<file path="src/ocp_params.svh">
`ifndef OCP_PARAMS_SVH
`define OCP_PARAMS_SVH

// register byte offsets
`define OCP_OFS_CTRL      8'h00
`define OCP_OFS_PRIMARY   8'h04
`define OCP_OFS_SECONDARY 8'h08
`define OCP_OFS_IRQ_STAT  8'h0C
`define OCP_OFS_IRQ_MASK  8'h10

// control field positions
`define OCP_BIT_ON        15
`define OCP_BIT_IDLE_STOP 13
`define OCP_BIT_WIDE      5
`define OCP_BIT_FAULT     4
`define OCP_BIT_TSEL      3
`define OCP_MODE_HI       2
`define OCP_MODE_LO       0

// writable control bits; everything else reads zero except the fault flag at bit 4
`define OCP_CTRL_WMASK    32'h0000_A02F
`define OCP_CTRL_RESET    32'h0000_0000

// interrupt status layout
`define OCP_IRQ_COMPARE   0
`define OCP_IRQ_FAULT     1
`define OCP_IRQ_BITS      2

// narrow compare width
`define OCP_NARROW_W      16

`endif

</file>
<file path="src/ocp_pkg.sv">
package ocp_pkg;

	typedef enum logic [2:0] {
		OCP_MODE_OFF    = 3'h0,
		OCP_MODE_SET    = 3'h1,
		OCP_MODE_CLR    = 3'h2,
		OCP_MODE_TOGGLE = 3'h3,
		OCP_MODE_SINGLE = 3'h4,
		OCP_MODE_TRAIN  = 3'h5,
		OCP_MODE_PWM    = 3'h6,
		OCP_MODE_PWM_FLT = 3'h7
	} ocp_mode_e;

	// single pulse sequence, gray coded along the path
	typedef enum logic [1:0] {
		OCP_PS_ARMED = 2'h0,
		OCP_PS_HIGH  = 2'h1,
		OCP_PS_DONE  = 2'h3
	} ocp_pulse_e;

endpackage

</file>
<file path="src/ocp_sync.sv">
`timescale 1ns/1ps
module ocp_sync #(
	parameter logic RESET_VAL = 1'b1
) (
	// clock and reset
	input  wire logic clk_i,
	input  wire logic rst_i,
	// asynchronous level in, synchronous level out
	input  wire logic async_i,
	output logic      sync_o
);
	logic meta;

	always_ff @(posedge clk_i) begin
		if (rst_i) begin
			meta   <= RESET_VAL;
			sync_o <= RESET_VAL;
		end else begin
			meta   <= async_i;
			sync_o <= meta;
		end
	end
endmodule // ocp_sync

</file>
<file path="src/ocp_match.sv">
`timescale 1ns/1ps
`include "ocp_params.svh"
module ocp_match #(
	parameter int W = 32
) (
	// operands
	input  wire logic [W-1:0] count_i,
	input  wire logic [W-1:0] value_i,
	input  wire logic         wide_i,
	// equality at the selected width
	output logic              equal_o
);
	wire logic low_eq;
	wire logic high_eq;

	assign low_eq  = count_i[`OCP_NARROW_W-1:0] == value_i[`OCP_NARROW_W-1:0];
	assign high_eq = count_i[W-1:`OCP_NARROW_W] == value_i[W-1:`OCP_NARROW_W];
	assign equal_o = low_eq && (high_eq || !wide_i);
endmodule // ocp_match

</file>
<file path="src/ocp_top.sv">
// The placing of the registers and the Wishbone interface to the registers are this design's own decisions.
`timescale 1ns/1ps
`include "ocp_params.svh"
module ocp_top #(
	parameter int CW = 32
) (
	// clock and reset
	input  wire logic          clk_i,
	input  wire logic          rst_i,
	// wishbone slave
	input  wire logic          wb_cyc_i,
	input  wire logic          wb_stb_i,
	input  wire logic          wb_we_i,
	input  wire logic [7:0]    wb_adr_i,
	input  wire logic [3:0]    wb_sel_i,
	input  wire logic [31:0]   wb_dat_i,
	output logic      [31:0]   wb_dat_o,
	output logic               wb_ack_o,
	// time bases and system state
	input  wire logic [CW-1:0] timer_first_i,
	input  wire logic [CW-1:0] timer_second_i,
	input  wire logic          cpu_idle_i,
	// pins
	input  wire logic          fault_n_i,
	output logic               compare_output_pin_o,
	output logic               irq_o
);
	// registers
	logic [31:0]                ctrl;
	logic [CW-1:0]              primary_compare_value;
	logic [CW-1:0]              secondary_compare_value;
	logic [CW-1:0]              duty;
	logic [`OCP_IRQ_BITS-1:0]   irq_stat;
	logic [`OCP_IRQ_BITS-1:0]   irq_mask;
	logic                       pwm_fault_flag;
	logic [2:0]                 mode_q;
	logic                       on_q;
	ocp_pkg::ocp_pulse_e        pulse_st;

	// combinational
	logic                       next_pin;
	ocp_pkg::ocp_pulse_e        next_pulse_st;
	logic [31:0]                next_dat;

	wire logic                  fault_sync_n;
	wire logic                  eq_primary;
	wire logic                  eq_secondary;
	wire logic                  eq_duty;

	// control fields
	wire logic                  unit_on = ctrl[`OCP_BIT_ON];
	wire logic                  idle_stop = ctrl[`OCP_BIT_IDLE_STOP];
	wire logic                  wide_compare_select = ctrl[`OCP_BIT_WIDE];
	wire logic                  timer_source_select = ctrl[`OCP_BIT_TSEL];
	wire ocp_pkg::ocp_mode_e    compare_mode_field =
		ocp_pkg::ocp_mode_e'(ctrl[`OCP_MODE_HI:`OCP_MODE_LO]);

	// bus decode
	wire logic                  bus_req = wb_cyc_i && wb_stb_i && !wb_ack_o;
	wire logic                  bus_wr = bus_req && wb_we_i;
	wire logic                  hit_ctrl = wb_adr_i == `OCP_OFS_CTRL;
	wire logic                  hit_pri = wb_adr_i == `OCP_OFS_PRIMARY;
	wire logic                  hit_sec = wb_adr_i == `OCP_OFS_SECONDARY;
	wire logic                  hit_stat = wb_adr_i == `OCP_OFS_IRQ_STAT;
	wire logic                  hit_mask = wb_adr_i == `OCP_OFS_IRQ_MASK;
	wire logic [31:0]           lane_mask = {{8{wb_sel_i[3]}},
		{8{wb_sel_i[2]}}, {8{wb_sel_i[1]}}, {8{wb_sel_i[0]}}};

	// the unit advances only when on and not parked by idle
	wire logic                  running = unit_on
		&& !(idle_stop && cpu_idle_i);
	wire logic [CW-1:0]         count = timer_source_select
		? timer_second_i : timer_first_i;
	wire logic                  count_zero = count == '0;
	wire logic                  is_pwm = compare_mode_field[2:1] == 2'b11;
	wire logic                  fault_mode =
		compare_mode_field == ocp_pkg::OCP_MODE_PWM_FLT;
	wire logic                  fault_act = fault_mode && !fault_sync_n;
	wire logic                  entry = unit_on
		&& (!on_q || mode_q != compare_mode_field);
	wire logic                  evt_p = running && eq_primary;
	wire logic                  evt_s = running && eq_secondary;
	wire logic                  duty_zero =
		wide_compare_select ? secondary_compare_value == '0
		: secondary_compare_value[`OCP_NARROW_W-1:0] == '0;
	wire logic                  cmp_event = is_pwm
		? running && eq_duty && !count_zero
		: evt_p && compare_mode_field != ocp_pkg::OCP_MODE_OFF;
	wire logic                  fault_clear = on_q && !fault_sync_n == 1'b0
		&& running && count_zero;

	// read view: unimplemented bits forced to zero
	wire logic [31:0]           ctrl_view = (ctrl & `OCP_CTRL_WMASK)
		| ({31'h0000_0000, pwm_fault_flag && fault_mode}
		<< `OCP_BIT_FAULT);
	wire logic [31:0]           irq_write = wb_dat_i & lane_mask;

	ocp_sync #(
		.RESET_VAL(1'b1)
	) u_fault_sync (
		.clk_i  (clk_i),
		.rst_i  (rst_i),
		.async_i(fault_n_i),
		.sync_o (fault_sync_n)
	);

	ocp_match #(.W(CW)) u_match_primary (
		.count_i(count),
		.value_i(primary_compare_value),
		.wide_i (wide_compare_select),
		.equal_o(eq_primary)
	);

	ocp_match #(.W(CW)) u_match_secondary (
		.count_i(count),
		.value_i(secondary_compare_value),
		.wide_i (wide_compare_select),
		.equal_o(eq_secondary)
	);

	ocp_match #(.W(CW)) u_match_duty (
		.count_i(count),
		.value_i(duty),
		.wide_i (wide_compare_select),
		.equal_o(eq_duty)
	);

	always_comb begin
		next_pin = compare_output_pin_o;
		next_pulse_st = pulse_st;
		if (!unit_on) begin
			next_pin = 1'b0;
			next_pulse_st = ocp_pkg::OCP_PS_ARMED;
		end else if (entry) begin
			// every mode starts from its defined initial level
			next_pin = compare_mode_field == ocp_pkg::OCP_MODE_CLR;
			next_pulse_st = ocp_pkg::OCP_PS_ARMED;
		end else if (running) begin
			case (compare_mode_field)
			ocp_pkg::OCP_MODE_OFF: next_pin = 1'b0;
			ocp_pkg::OCP_MODE_SET: if (evt_p) next_pin = 1'b1;
			ocp_pkg::OCP_MODE_CLR: if (evt_p) next_pin = 1'b0;
			ocp_pkg::OCP_MODE_TOGGLE: begin
				if (evt_p) next_pin = !compare_output_pin_o;
			end
			ocp_pkg::OCP_MODE_SINGLE: begin
				case (pulse_st)
				ocp_pkg::OCP_PS_ARMED: begin
					if (evt_p) begin
						next_pin = 1'b1;
						next_pulse_st = ocp_pkg::OCP_PS_HIGH;
					end
				end
				ocp_pkg::OCP_PS_HIGH: begin
					if (evt_s) begin
						next_pin = 1'b0;
						next_pulse_st = ocp_pkg::OCP_PS_DONE;
					end
				end
				default: next_pin = 1'b0;
				endcase
			end
			ocp_pkg::OCP_MODE_TRAIN: begin
				// secondary wins when both match: pulse of zero width
				if (evt_s) next_pin = 1'b0;
				else if (evt_p) next_pin = 1'b1;
			end
			default: begin
				// pwm: period starts at count zero, duty from secondary
				if (fault_act || pwm_fault_flag) next_pin = 1'b0;
				else if (count_zero) next_pin = !duty_zero;
				else if (eq_duty) next_pin = 1'b0;
			end
			endcase
		end
	end

	always_comb begin
		case (wb_adr_i)
		`OCP_OFS_CTRL:      next_dat = ctrl_view;
		`OCP_OFS_PRIMARY:   next_dat = 32'(primary_compare_value);
		`OCP_OFS_SECONDARY: next_dat = 32'(secondary_compare_value);
		`OCP_OFS_IRQ_STAT:  next_dat = 32'(irq_stat);
		`OCP_OFS_IRQ_MASK:  next_dat = 32'(irq_mask);
		default:            next_dat = 32'h0000_0000;
		endcase
	end

	// bus answer: one wait state, unmapped reads zero
	always_ff @(posedge clk_i) begin
		if (rst_i) begin
			wb_ack_o <= 1'b0;
			wb_dat_o <= 32'h0000_0000;
		end else begin
			wb_ack_o <= bus_req;
			wb_dat_o <= bus_req && !wb_we_i ? next_dat : 32'h0000_0000;
		end
	end

	always_ff @(posedge clk_i) begin
		if (rst_i) begin
			ctrl <= `OCP_CTRL_RESET;
			primary_compare_value <= '0;
			secondary_compare_value <= '0;
			irq_mask <= '0;
		end else if (bus_wr) begin
			if (hit_ctrl)
				ctrl <= (ctrl & ~lane_mask)
					| (wb_dat_i & lane_mask & `OCP_CTRL_WMASK);
			if (hit_pri)
				primary_compare_value <= CW'((primary_compare_value
					& ~CW'(lane_mask)) | CW'(wb_dat_i & lane_mask));
			if (hit_sec)
				secondary_compare_value <= CW'((secondary_compare_value
					& ~CW'(lane_mask)) | CW'(wb_dat_i & lane_mask));
			if (hit_mask)
				irq_mask <= irq_write[`OCP_IRQ_BITS-1:0];
		end
	end

	always_ff @(posedge clk_i) begin
		if (rst_i) begin
			compare_output_pin_o <= 1'b0;
			pulse_st <= ocp_pkg::OCP_PS_ARMED;
			mode_q <= 3'h0;
			on_q <= 1'b0;
			duty <= '0;
		end else begin
			compare_output_pin_o <= next_pin;
			pulse_st <= next_pulse_st;
			mode_q <= compare_mode_field;
			on_q <= unit_on;
			// new duty only takes hold at a period start, so no glitch
			if (running && is_pwm && count_zero)
				duty <= secondary_compare_value;
		end
	end

	// fault flag: writing it does not clear it; a ctrl write leaving mode 111 or a period start with the fault gone does; set wins over the clear
	always_ff @(posedge clk_i) begin
		if (rst_i)
			pwm_fault_flag <= 1'b0;
		else if (fault_act && unit_on)
			pwm_fault_flag <= 1'b1;
		else if (!fault_mode || (fault_sync_n && fault_clear))
			pwm_fault_flag <= 1'b0;
	end

	// sticky interrupt causes, write one to clear, set wins
	always_ff @(posedge clk_i) begin
		if (rst_i) begin
			irq_stat <= '0;
			irq_o <= 1'b0;
		end else begin
			irq_stat <= (irq_stat & ~(bus_wr && hit_stat
				? irq_write[`OCP_IRQ_BITS-1:0] : '0))
				| {fault_act && unit_on && !pwm_fault_flag, cmp_event};
			irq_o <= |(irq_stat & irq_mask);
		end
	end

	wire logic [CW-1:0] sel_cnt = count;

	property p_off_low;
		@(posedge clk_i) disable iff (rst_i)
		!unit_on |=> !compare_output_pin_o;
	endproperty
	a_off_low: assert property (p_off_low)
		else $error("pin not low while unit is off");

	property p_idle_hold;
		@(posedge clk_i) disable iff (rst_i)
		unit_on && idle_stop && cpu_idle_i && !entry
			|=> $stable(compare_output_pin_o);
	endproperty
	a_idle_hold: assert property (p_idle_hold)
		else $error("pin moved while halted in idle");

	property p_narrow;
		@(posedge clk_i) disable iff (rst_i)
		evt_p && !wide_compare_select |->
			sel_cnt[15:0] == primary_compare_value[15:0];
	endproperty
	a_narrow: assert property (p_narrow)
		else $error("narrow compare event on wrong value");

	property p_fault_set;
		@(posedge clk_i) disable iff (rst_i)
		unit_on && fault_mode && !fault_sync_n |=> pwm_fault_flag
			##0 !compare_output_pin_o;
	endproperty
	a_fault_set: assert property (p_fault_set)
		else $error("fault flag or pin wrong after fault");

	property p_flag_zero;
		@(posedge clk_i) disable iff (rst_i)
		bus_req && !wb_we_i && hit_ctrl && !fault_mode |=> !wb_dat_o[4];
	endproperty
	a_flag_zero: assert property (p_flag_zero)
		else $error("fault flag visible outside mode 111");

	property p_tsel;
		@(posedge clk_i) disable iff (rst_i)
		evt_p && timer_source_select |-> eq_primary
			&& timer_second_i[15:0] == primary_compare_value[15:0];
	endproperty
	a_tsel: assert property (p_tsel)
		else $error("event not from second timer");

	property p_toggle;
		@(posedge clk_i) disable iff (rst_i)
		running && !entry && evt_p
			&& compare_mode_field == ocp_pkg::OCP_MODE_TOGGLE
			|=> compare_output_pin_o != $past(compare_output_pin_o);
	endproperty
	a_toggle: assert property (p_toggle)
		else $error("toggle mode did not invert pin");

	property p_set_high;
		@(posedge clk_i) disable iff (rst_i)
		running && !entry && evt_p
			&& compare_mode_field == ocp_pkg::OCP_MODE_SET
			|=> compare_output_pin_o;
	endproperty
	a_set_high: assert property (p_set_high)
		else $error("set mode did not drive pin high");

	property p_init_high;
		@(posedge clk_i) disable iff (rst_i)
		entry && compare_mode_field == ocp_pkg::OCP_MODE_CLR
			|=> compare_output_pin_o;
	endproperty
	a_init_high: assert property (p_init_high)
		else $error("clear mode did not start high");

	property p_off_mode;
		@(posedge clk_i) disable iff (rst_i)
		compare_mode_field == ocp_pkg::OCP_MODE_OFF [*2]
			|=> !compare_output_pin_o;
	endproperty
	a_off_mode: assert property (p_off_mode)
		else $error("pin active in mode 000");

	property p_ack_pulse;
		@(posedge clk_i) disable iff (rst_i)
		wb_ack_o |=> !wb_ack_o;
	endproperty
	a_ack_pulse: assert property (p_ack_pulse)
		else $error("ack held for two cycles");

	c_single: cover property (@(posedge clk_i) disable iff (rst_i)
		pulse_st == ocp_pkg::OCP_PS_DONE);
	c_fault: cover property (@(posedge clk_i) disable iff (rst_i)
		pwm_fault_flag);
	c_irq: cover property (@(posedge clk_i) disable iff (rst_i) irq_o);
endmodule // ocp_top

</file>
<file path="config.mk">
export PLATFORM = sky130hd
export DESIGN_NAME = ocp_top
export DESIGN_NICKNAME = d
export VERILOG_FILES = /design/src/ocp_pkg.sv /design/src/ocp_sync.sv /design/src/ocp_match.sv /design/src/ocp_top.sv
export VERILOG_INCLUDE_DIRS = /design/src
export SDC_FILE = /design/constraint.sdc
export NUM_CORES = 1
export LEC_CHECK = 0
export ABC_AREA = 1
export BUFFER_PORTS_ARGS = -buffer_cell sky130_fd_sc_hd__buf_2
export CAP_MARGIN = 20
export CORE_UTILIZATION = 45
export CTS_CLUSTER_DIAMETER = 30
export DETAILED_ROUTE_END_ITERATION = 10
export PLACE_DENSITY = 0.7
export RECOVER_POWER = 100
export REMOVE_ABC_BUFFERS = 1
export SLEW_MARGIN = 40
export SYNTH_ARGS = -nofsm -noshare
export SYNTH_HDL_FRONTEND = slang
export SYNTH_HIERARCHICAL = 1
export SYNTH_SLANG_ARGS = --single-unit
</file>
<file path="constraint.sdc">
create_clock -name clk_i -period 6.3 [get_ports clk_i]
set_input_delay 0.945 -clock clk_i [delete_from_list [all_inputs] [get_ports clk_i]]
set_output_delay 0.945 -clock clk_i [all_outputs]
set_load 0.005 [all_outputs]
</file>
==> summary.md, run 1 <==
| Metric | Value |
|---|---|
| Status | finished, violations left |
| Failing checks | max-capacitance violations, max-slew violations |
| 1st-pass router iterations | 5 |
| Placed wire-length estimate | 15.0 mm |
| H-tree Lvls | 4 |
| CTS Root Cell | clkbuf_16 |
| Top_reg_cell synth | dfxtp_1 |
| Worst Max-Slew Pin Slew | approximately 2000 ps |
| Via density | a little under 5 |
| #FFs+latches synth | about 150 |
| Worst clock skew | approximately 6.6 ps |
| Rows | 48 |
| Port Buffers | 149 |
| Initial antenna violation count | 0 |
| Worst path arrival time | 4470 ps |
| CTS Hold Bufs | 0 |
| TritonCTS clock tree | done |
| Final setup fails | 0 |
| Clk pwr share | 0.500 |
| Critical Path RT | 6670 ps |
| R2r worst-path depth | 18 |
| Reg-to-reg endpoint | compare_output_pin_o$_SDFFE_PP0P_ |
| Net switching power | 484 uW |
| Total track usage | 0.243 |
| Post-synth top area cell | dfxtp_1 |
| Final Max Tran Viols | 33 |
| Clock Sinks | between 150 and 200 |
| Max Fclk | 244 MHz |
| Final Wtd Congestion | approximately 0.86 |
| Vias after detailed routing | between 8,000 and 9,000 |
| Hold Path Sink | u_fault_sync/sync_o$_SDFF_PP1_ |
| P per Cell Area | ~230 nW/um^2 |
| Mapped Area | approximately 8100 um^2 |
| Sequential cell area | 3020 um^2 |
| Comb pwr share | 0.065 |
| Peak VDD IR | 0.000204 V |
| Tot Pwr | approximately 2.2 mW |
| Yosys top cell area share | 0.373 |
| Largest net degree at the start of global routing | around 100 |
| Setup TNS | 0 ps |
| Sw Share | 0.220 |
| Post-Route WL | 21.7 mm |
| DRT iter0 DRCs | about 600 |
| Area contributors post-synth | dfxtp_1, nand2_1, inv_1 |
| Post-synth EDFFs | 0 |
| Fin crit period | 4100 ps |
| WL/cell | roughly 13 um |
| Nets | 1,539 |
| Post-CTS Setup Bufs | 0 |
| Flop2flop setup slack | 2200 ps |
| Count leader, synth | nand2_1 |
| HP Start | u_fault_sync/meta$_SDFF_PP1_ |
| Critical Path Sink Type | flip-flop |
| Gr ovfl total | 0 |
| Clock-pin transition on the worst setup and hold timing paths | around 60 ps |
| Ports | 150 |
| Relative slew slack | -0.318 |
| Crit path kind | flip-flop to flip-flop |
| Max cap viols | 1 |
| CTS Buf Count | 17 |
| Syn Area/Cell | ~6.3 um^2 |
| Flop pwr share | 0.435 |
| Leak | around 4.4 nW |
| Hold Fails Final Rpt | 0 |
| Vias in the first global route | around 7,200 |
| DIE AREA | approximately 19,000 um^2 |
| Number of fill cells | approximately 1,800 |
| Multi-input gate area | about 4000 um^2 |
| Worst Path Max Fanout | 34 |
| Top post-synthesis cells by count | nand2_1, inv_1, nor2_1 |
| Yosys cell types | 29 |
| Die H | 136 um |
| Post_cts resized | 0 |
| P_int | about 1.7 mW |
| Worst min path class | flip-flop to flip-flop |
| Critical path launch point type | flip-flop |
| Starting Density | 0.465 |
| Worst-Skew Late Latency | 430 ps |
| Fin crit share | 0.650 |
| DR DRC count | 0 |
| Cells after Synth | approximately 1,300 |
| Remaining antenna violation count after routing | 0 |
| First-pass GRT wire length | between 30 and 40 mm |
| Area Overhead vs Synth | 17.5% |
| Die width | about 140 um |
| Layout cells sized above 1 | 0.140 |
| RSZ-0062 raised after global routing | false |
| Post-synth ARST share | 0 |
| Core area | 17,400 um^2 |
| # diodes | 0 |
| Max clock buf depth | 2 |
| Seq/Total Area, Yosys | 0.373 |
| Hold Crit Depth | 2 |
| Synthesis warning total | 6 |
-- worst max-delay path, cell delays in order, from the launching register on --
cell,delay (ps)
dfxtp_1,340
clkinvlp_2,1040
o21ai_0,1140
nand2_1,110
inv_1,80
nor2_1,40
nor2_1,110
nand2_1,100
nor2_1,110
nand2_1,60
a21oi_1,190
inv_1,100
o21ai_0,160
nand2_1,70
a21oi_1,130
nand2_1,70
nand2_1,60
nor2_1,40
nor2_1,80
-- worst max path at each step --
stage / endpoint / slack (ps)
4_1_cts: flip-flop / 3380
3_3_place_gp: flip-flop / 3030
6_report: compare_output_pin_o$_SDFFE_PP0P_ / 2200
3_5_place_dp: flip-flop / 2960
5_1_grt: duty[16]$_SDFFE_PP0P_ / 1710
2_1_floorplan: flip-flop / 3240
-- power groups by stage --
stage	clock [mW]	combinational (mW)	sequential, mW
2_1_floorplan	0	0.0793	0.977
3_3_place_gp	0	0.142	0.977
3_5_place_dp	0	0.144	0.977
4_1_cts	1.11	0.145	0.956
5_1_grt	1.16	0.164	0.956
6_report	1.10	0.144	0.957
-- kinds of logic (layout without fill, tap and decap cells) --
group | after synthesis | count (layout) | share of synthesized area
AND/OR/NAND/NOR | 596 | 596 | 0.286
flip-flops | 151 | 151 | 0.373
buffers and inverters | 249 | 393 | 0.127
XOR/XNOR | 31 | 31 | 0.0335
AO/OA/AOI/OAI | 266 | 266 | 0.180
-- metal layers --
layer	track usage	vias up	part of all wire
met5	0	-	0
met4	0.0778	0	0.016
met3	0.0462	28	0.058
met2	0.395	226	0.46
met1	0.322	3539	0.47
li1	-	4249	-
-- cells in the final DEF (no fill, tap or decap), drive strengths merged --
master	count
a21oi	141
a31oi	7
buf	140
bufinv	4
clkbuf	38
clkinv	6
clkinvlp	2
dfxtp	151
inv	203
nand2	378
nand3	26
nand4	5
nor2	180
nor3	5
nor4	1
o21ai	111
o22ai	6
o31ai	1
or2	1
xnor2	1
xor2	30
-- layout make-up --
type / count / area share
clock buffer: 24 / 0.0517
clock inverter: 8 / 0.0150
inverter: 207 / 0.0825
multi-input combinational: 893 / 0.423
sequential: 151 / 0.318
tap: 225 / 0.0296
timing repair buffer: 154 / 0.0807
-- through the flow --
step | setup WS (ps) | instance area (um^2) | hold slack [ps] | util | cells
after floorplan | 3240 | 7850 | 380 | - | 1251
after global routing | 1710 | 9510 | 457 | 0.546 | 1662
final | 2200 | 9510 | 421 | 0.546 | 1662
after detailed placement | 2960 | 8930 | 401 | 0.513 | 1630
after CTS | 3380 | 9560 | 415 | 0.549 | 1662
after global placement | 3030 | 8920 | 384 | 0.512 | 1630
(Power assumes the default switching activity.)
==> run 2: changes to the inputs <==
==> constraint.sdc (replaced) <==
create_clock -name clk_i -period 4.1 [get_ports clk_i]
set_input_delay 0.615 -clock clk_i [delete_from_list [all_inputs] [get_ports clk_i]]
set_output_delay 0.615 -clock clk_i [all_outputs]
set_load 0.005 [all_outputs]
==> run 2 against run 1 <==
Against the previous run:
- the run still ends with max-capacitance violations, max-slew violations left
- maximum frequency grew 22%
- via count grew 2.0%
- register-to-register slack lost 1500 ps
- setup slack lost 1500 ps
==> summary.md, run 2 (synthesis results as in run 1) <==
| Metric | Value |
|---|---|
| Status | finished, violations left |
| Failing checks | max-capacitance violations, max-slew violations |
| Vias after detailed routing | a little over 8,000 |
| Post-CTS Setup Bufs | 0 |
| Worst Max-Slew Pin Slew | 1700 ps |
| Die H | 136 um |
| Rows | 48 |
| Placed wire-length estimate | ~16 mm |
| Clock Sinks | 151 |
| Relative slew slack | -0.136 |
| Hold Fails Final Rpt | 0 |
| Remaining antenna violation count after routing | 0 |
| CP most frequent cell | nand2_1 |
| Flop pwr share | 0.441 |
| Net switching power | 745 uW |
| Final setup fails | 0 |
| CTS Root Cell | clkbuf_16 |
| H-tree Lvls | 4 |
| Max Fclk | ~300 MHz |
| CP max stage cell | inv_2 |
| Final Max Tran Viols | 46 |
| Worst-Skew Late Latency | about 430 ps |
| Setup TNS | 0 ps |
| Total track usage | 0.244 |
| Clock-pin transition on the worst setup and hold timing paths | about 60 ps |
| Core area | 17,400 um^2 |
| Post-Route WL | approximately 22 mm |
| Critical path launch point type | flip-flop |
| Layout cells sized above 1 | 0.138 |
| WL/cell | ~13 um |
| DRT iter0 DRCs | around 600 |
| # diodes | 0 |
| First-pass GRT wire length | roughly 35 mm |
| CTS Buf Count | 17 |
| Most frequent cells in the layout | nand2_1, inv_1, nor2_1 |
| Crit path kind | flip-flop to flip-flop |
| Max clock buf depth | 2 |
| Fin crit period | roughly 3400 ps |
| Post_cts resized | 0 |
| Fin crit share | 0.820 |
| Worst Path Max Fanout | 64 |
| Die width | roughly 140 um |
| Area Overhead vs Synth | 17.4% |
| Critical Path Sink Type | flip-flop |
| 1st-pass router iterations | 7 |
| Vias in the first global route | about 7,000 |
| Sw Share | 0.223 |
| Worst path arrival time | between 3000 and 4000 ps |
| Nets | 1,542 |
| Initial antenna violation count | 0 |
| Worst path cell trace | buf_4 > inv_4 > nand2_1 > nand2_1 > nor2_1 > nand2_1 > nor2_1 > nand2_1 > nor2_2 > nand2_2 > inv_2 > o21ai_0 > a21oi_2 |
| TritonCTS clock tree | done |
| P_int | around 2.6 mW |
| Via density | about 5 |
| Peak VDD IR | 0.000280 V |
| Ports | 150 |
| Worst clock skew | between 5 and 6 ps |
| RSZ-0062 raised after global routing | false |
| Final Wtd Congestion | 0.852 |
| Commonest non-fill, non-tap cell in the layout | nand2_1 |
| P per Cell Area | around 350 nW/um^2 |
| Worst min path class | input port to flip-flop |
| Clk pwr share | 0.492 |
| Flop2flop setup slack | 740 ps |
| Number of fill cells | between 1,500 and 2,000 |
| Tot Pwr | 3.33 mW |
| CP max stage delay | 980 ps |
| Critical Path RT | between 4000 and 5000 ps |
| Comb pwr share | 0.067 |
| Gr ovfl total | 0 |
| Design area | between 9000 and 10,000 um^2 |
| Starting Density | 0.465 |
| DR DRC count | 0 |
| Largest net degree at the start of global routing | between 60 and 70 |
| CTS Hold Bufs | 0 |
| Port Buffers | roughly 150 |
| DIE AREA | 18,500 um^2 |
| Leak | 4.35 nW |
| Max cap viols | 1 |
| DP Area | approximately 8900 um^2 |
==> run 2: changes by cell type in the layout (fill, tap and decap cells not counted), sizes merged <==
| cell | delta |
|---|---|
| buf | -6 |
| bufinv | -1 |
| clkbuf | +9 |
| clkinvlp | -1 |
| inv | +2 |
==> run 2: path summary, 6_finish.rpt <==
path / start / endpoint / cells after the start
hold / removal: fault_n_i / u_fault_sync/meta$_SDFF_PP1_ / 3
setup / recovery: flip-flop / duty[27]$_SDFFE_PP0P_ / 13
setup reg to reg: flip-flop / duty[27]$_SDFFE_PP0P_ / 13
hold reg to reg: u_fault_sync/meta$_SDFF_PP1_ / u_fault_sync/sync_o$_SDFF_PP1_ / 2
==> run 2: final cells by class <==
type	instances	area (um^2)	share of cell area
multi-input combinational	893	4030	0.424
timing repair buffer	157	769	0.0810
clock buffer	24	502	0.0528
tap	225	282	0.0296
sequential	151	3020	0.318
inverter	207	781	0.0822
clock inverter	8	118	0.0124
==> run 2: power by group through the flow <==
stage / clock network [mW] / registers, mW / logic [mW]
after floorplan: 0 / 1.50 / 0.122
after global placement: 0 / 1.50 / 0.220
after detailed placement: 0 / 1.50 / 0.222
after CTS: 1.66 / 1.47 / 0.223
after global routing: 1.72 / 1.47 / 0.251
final: 1.64 / 1.47 / 0.223
==> run 2: worst max-delay path, delay by kind of cell, from the launching register on <==
family                 cells  cell delay [ps]
buffers and inverters      3             1420
and+or+nand+nor            8             1050
AOI/OAI and AO/OA          2              430
DFF                        1              330
==> run 2: layer usage <==
| layer | part of all wire | GRT usage |
|---|---|---|
| met3 | 0.057 | 0.0380 |
| met2 | 0.45 | 0.387 |
| met1 | 0.47 | 0.328 |
| met4 | 0.018 | 0.101 |
| met5 | 0 | 0 |
==> run 2: per-stage QoR <==
| stage | utilization | instances | hold WS [ps] | setup WS, ps |
|---|---|---|---|---|
| after floorplan | - | 1251 | 380 | 1280 |
| after global placement | 0.513 | 1633 | 386 | 1180 |
| after detailed placement | 0.514 | 1633 | 390 | 1090 |
| after CTS | 0.549 | 1665 | 349 | 1180 |
| after global routing | 0.546 | 1665 | 367 | 419 |
| final | 0.546 | 1665 | 359 | 739 |
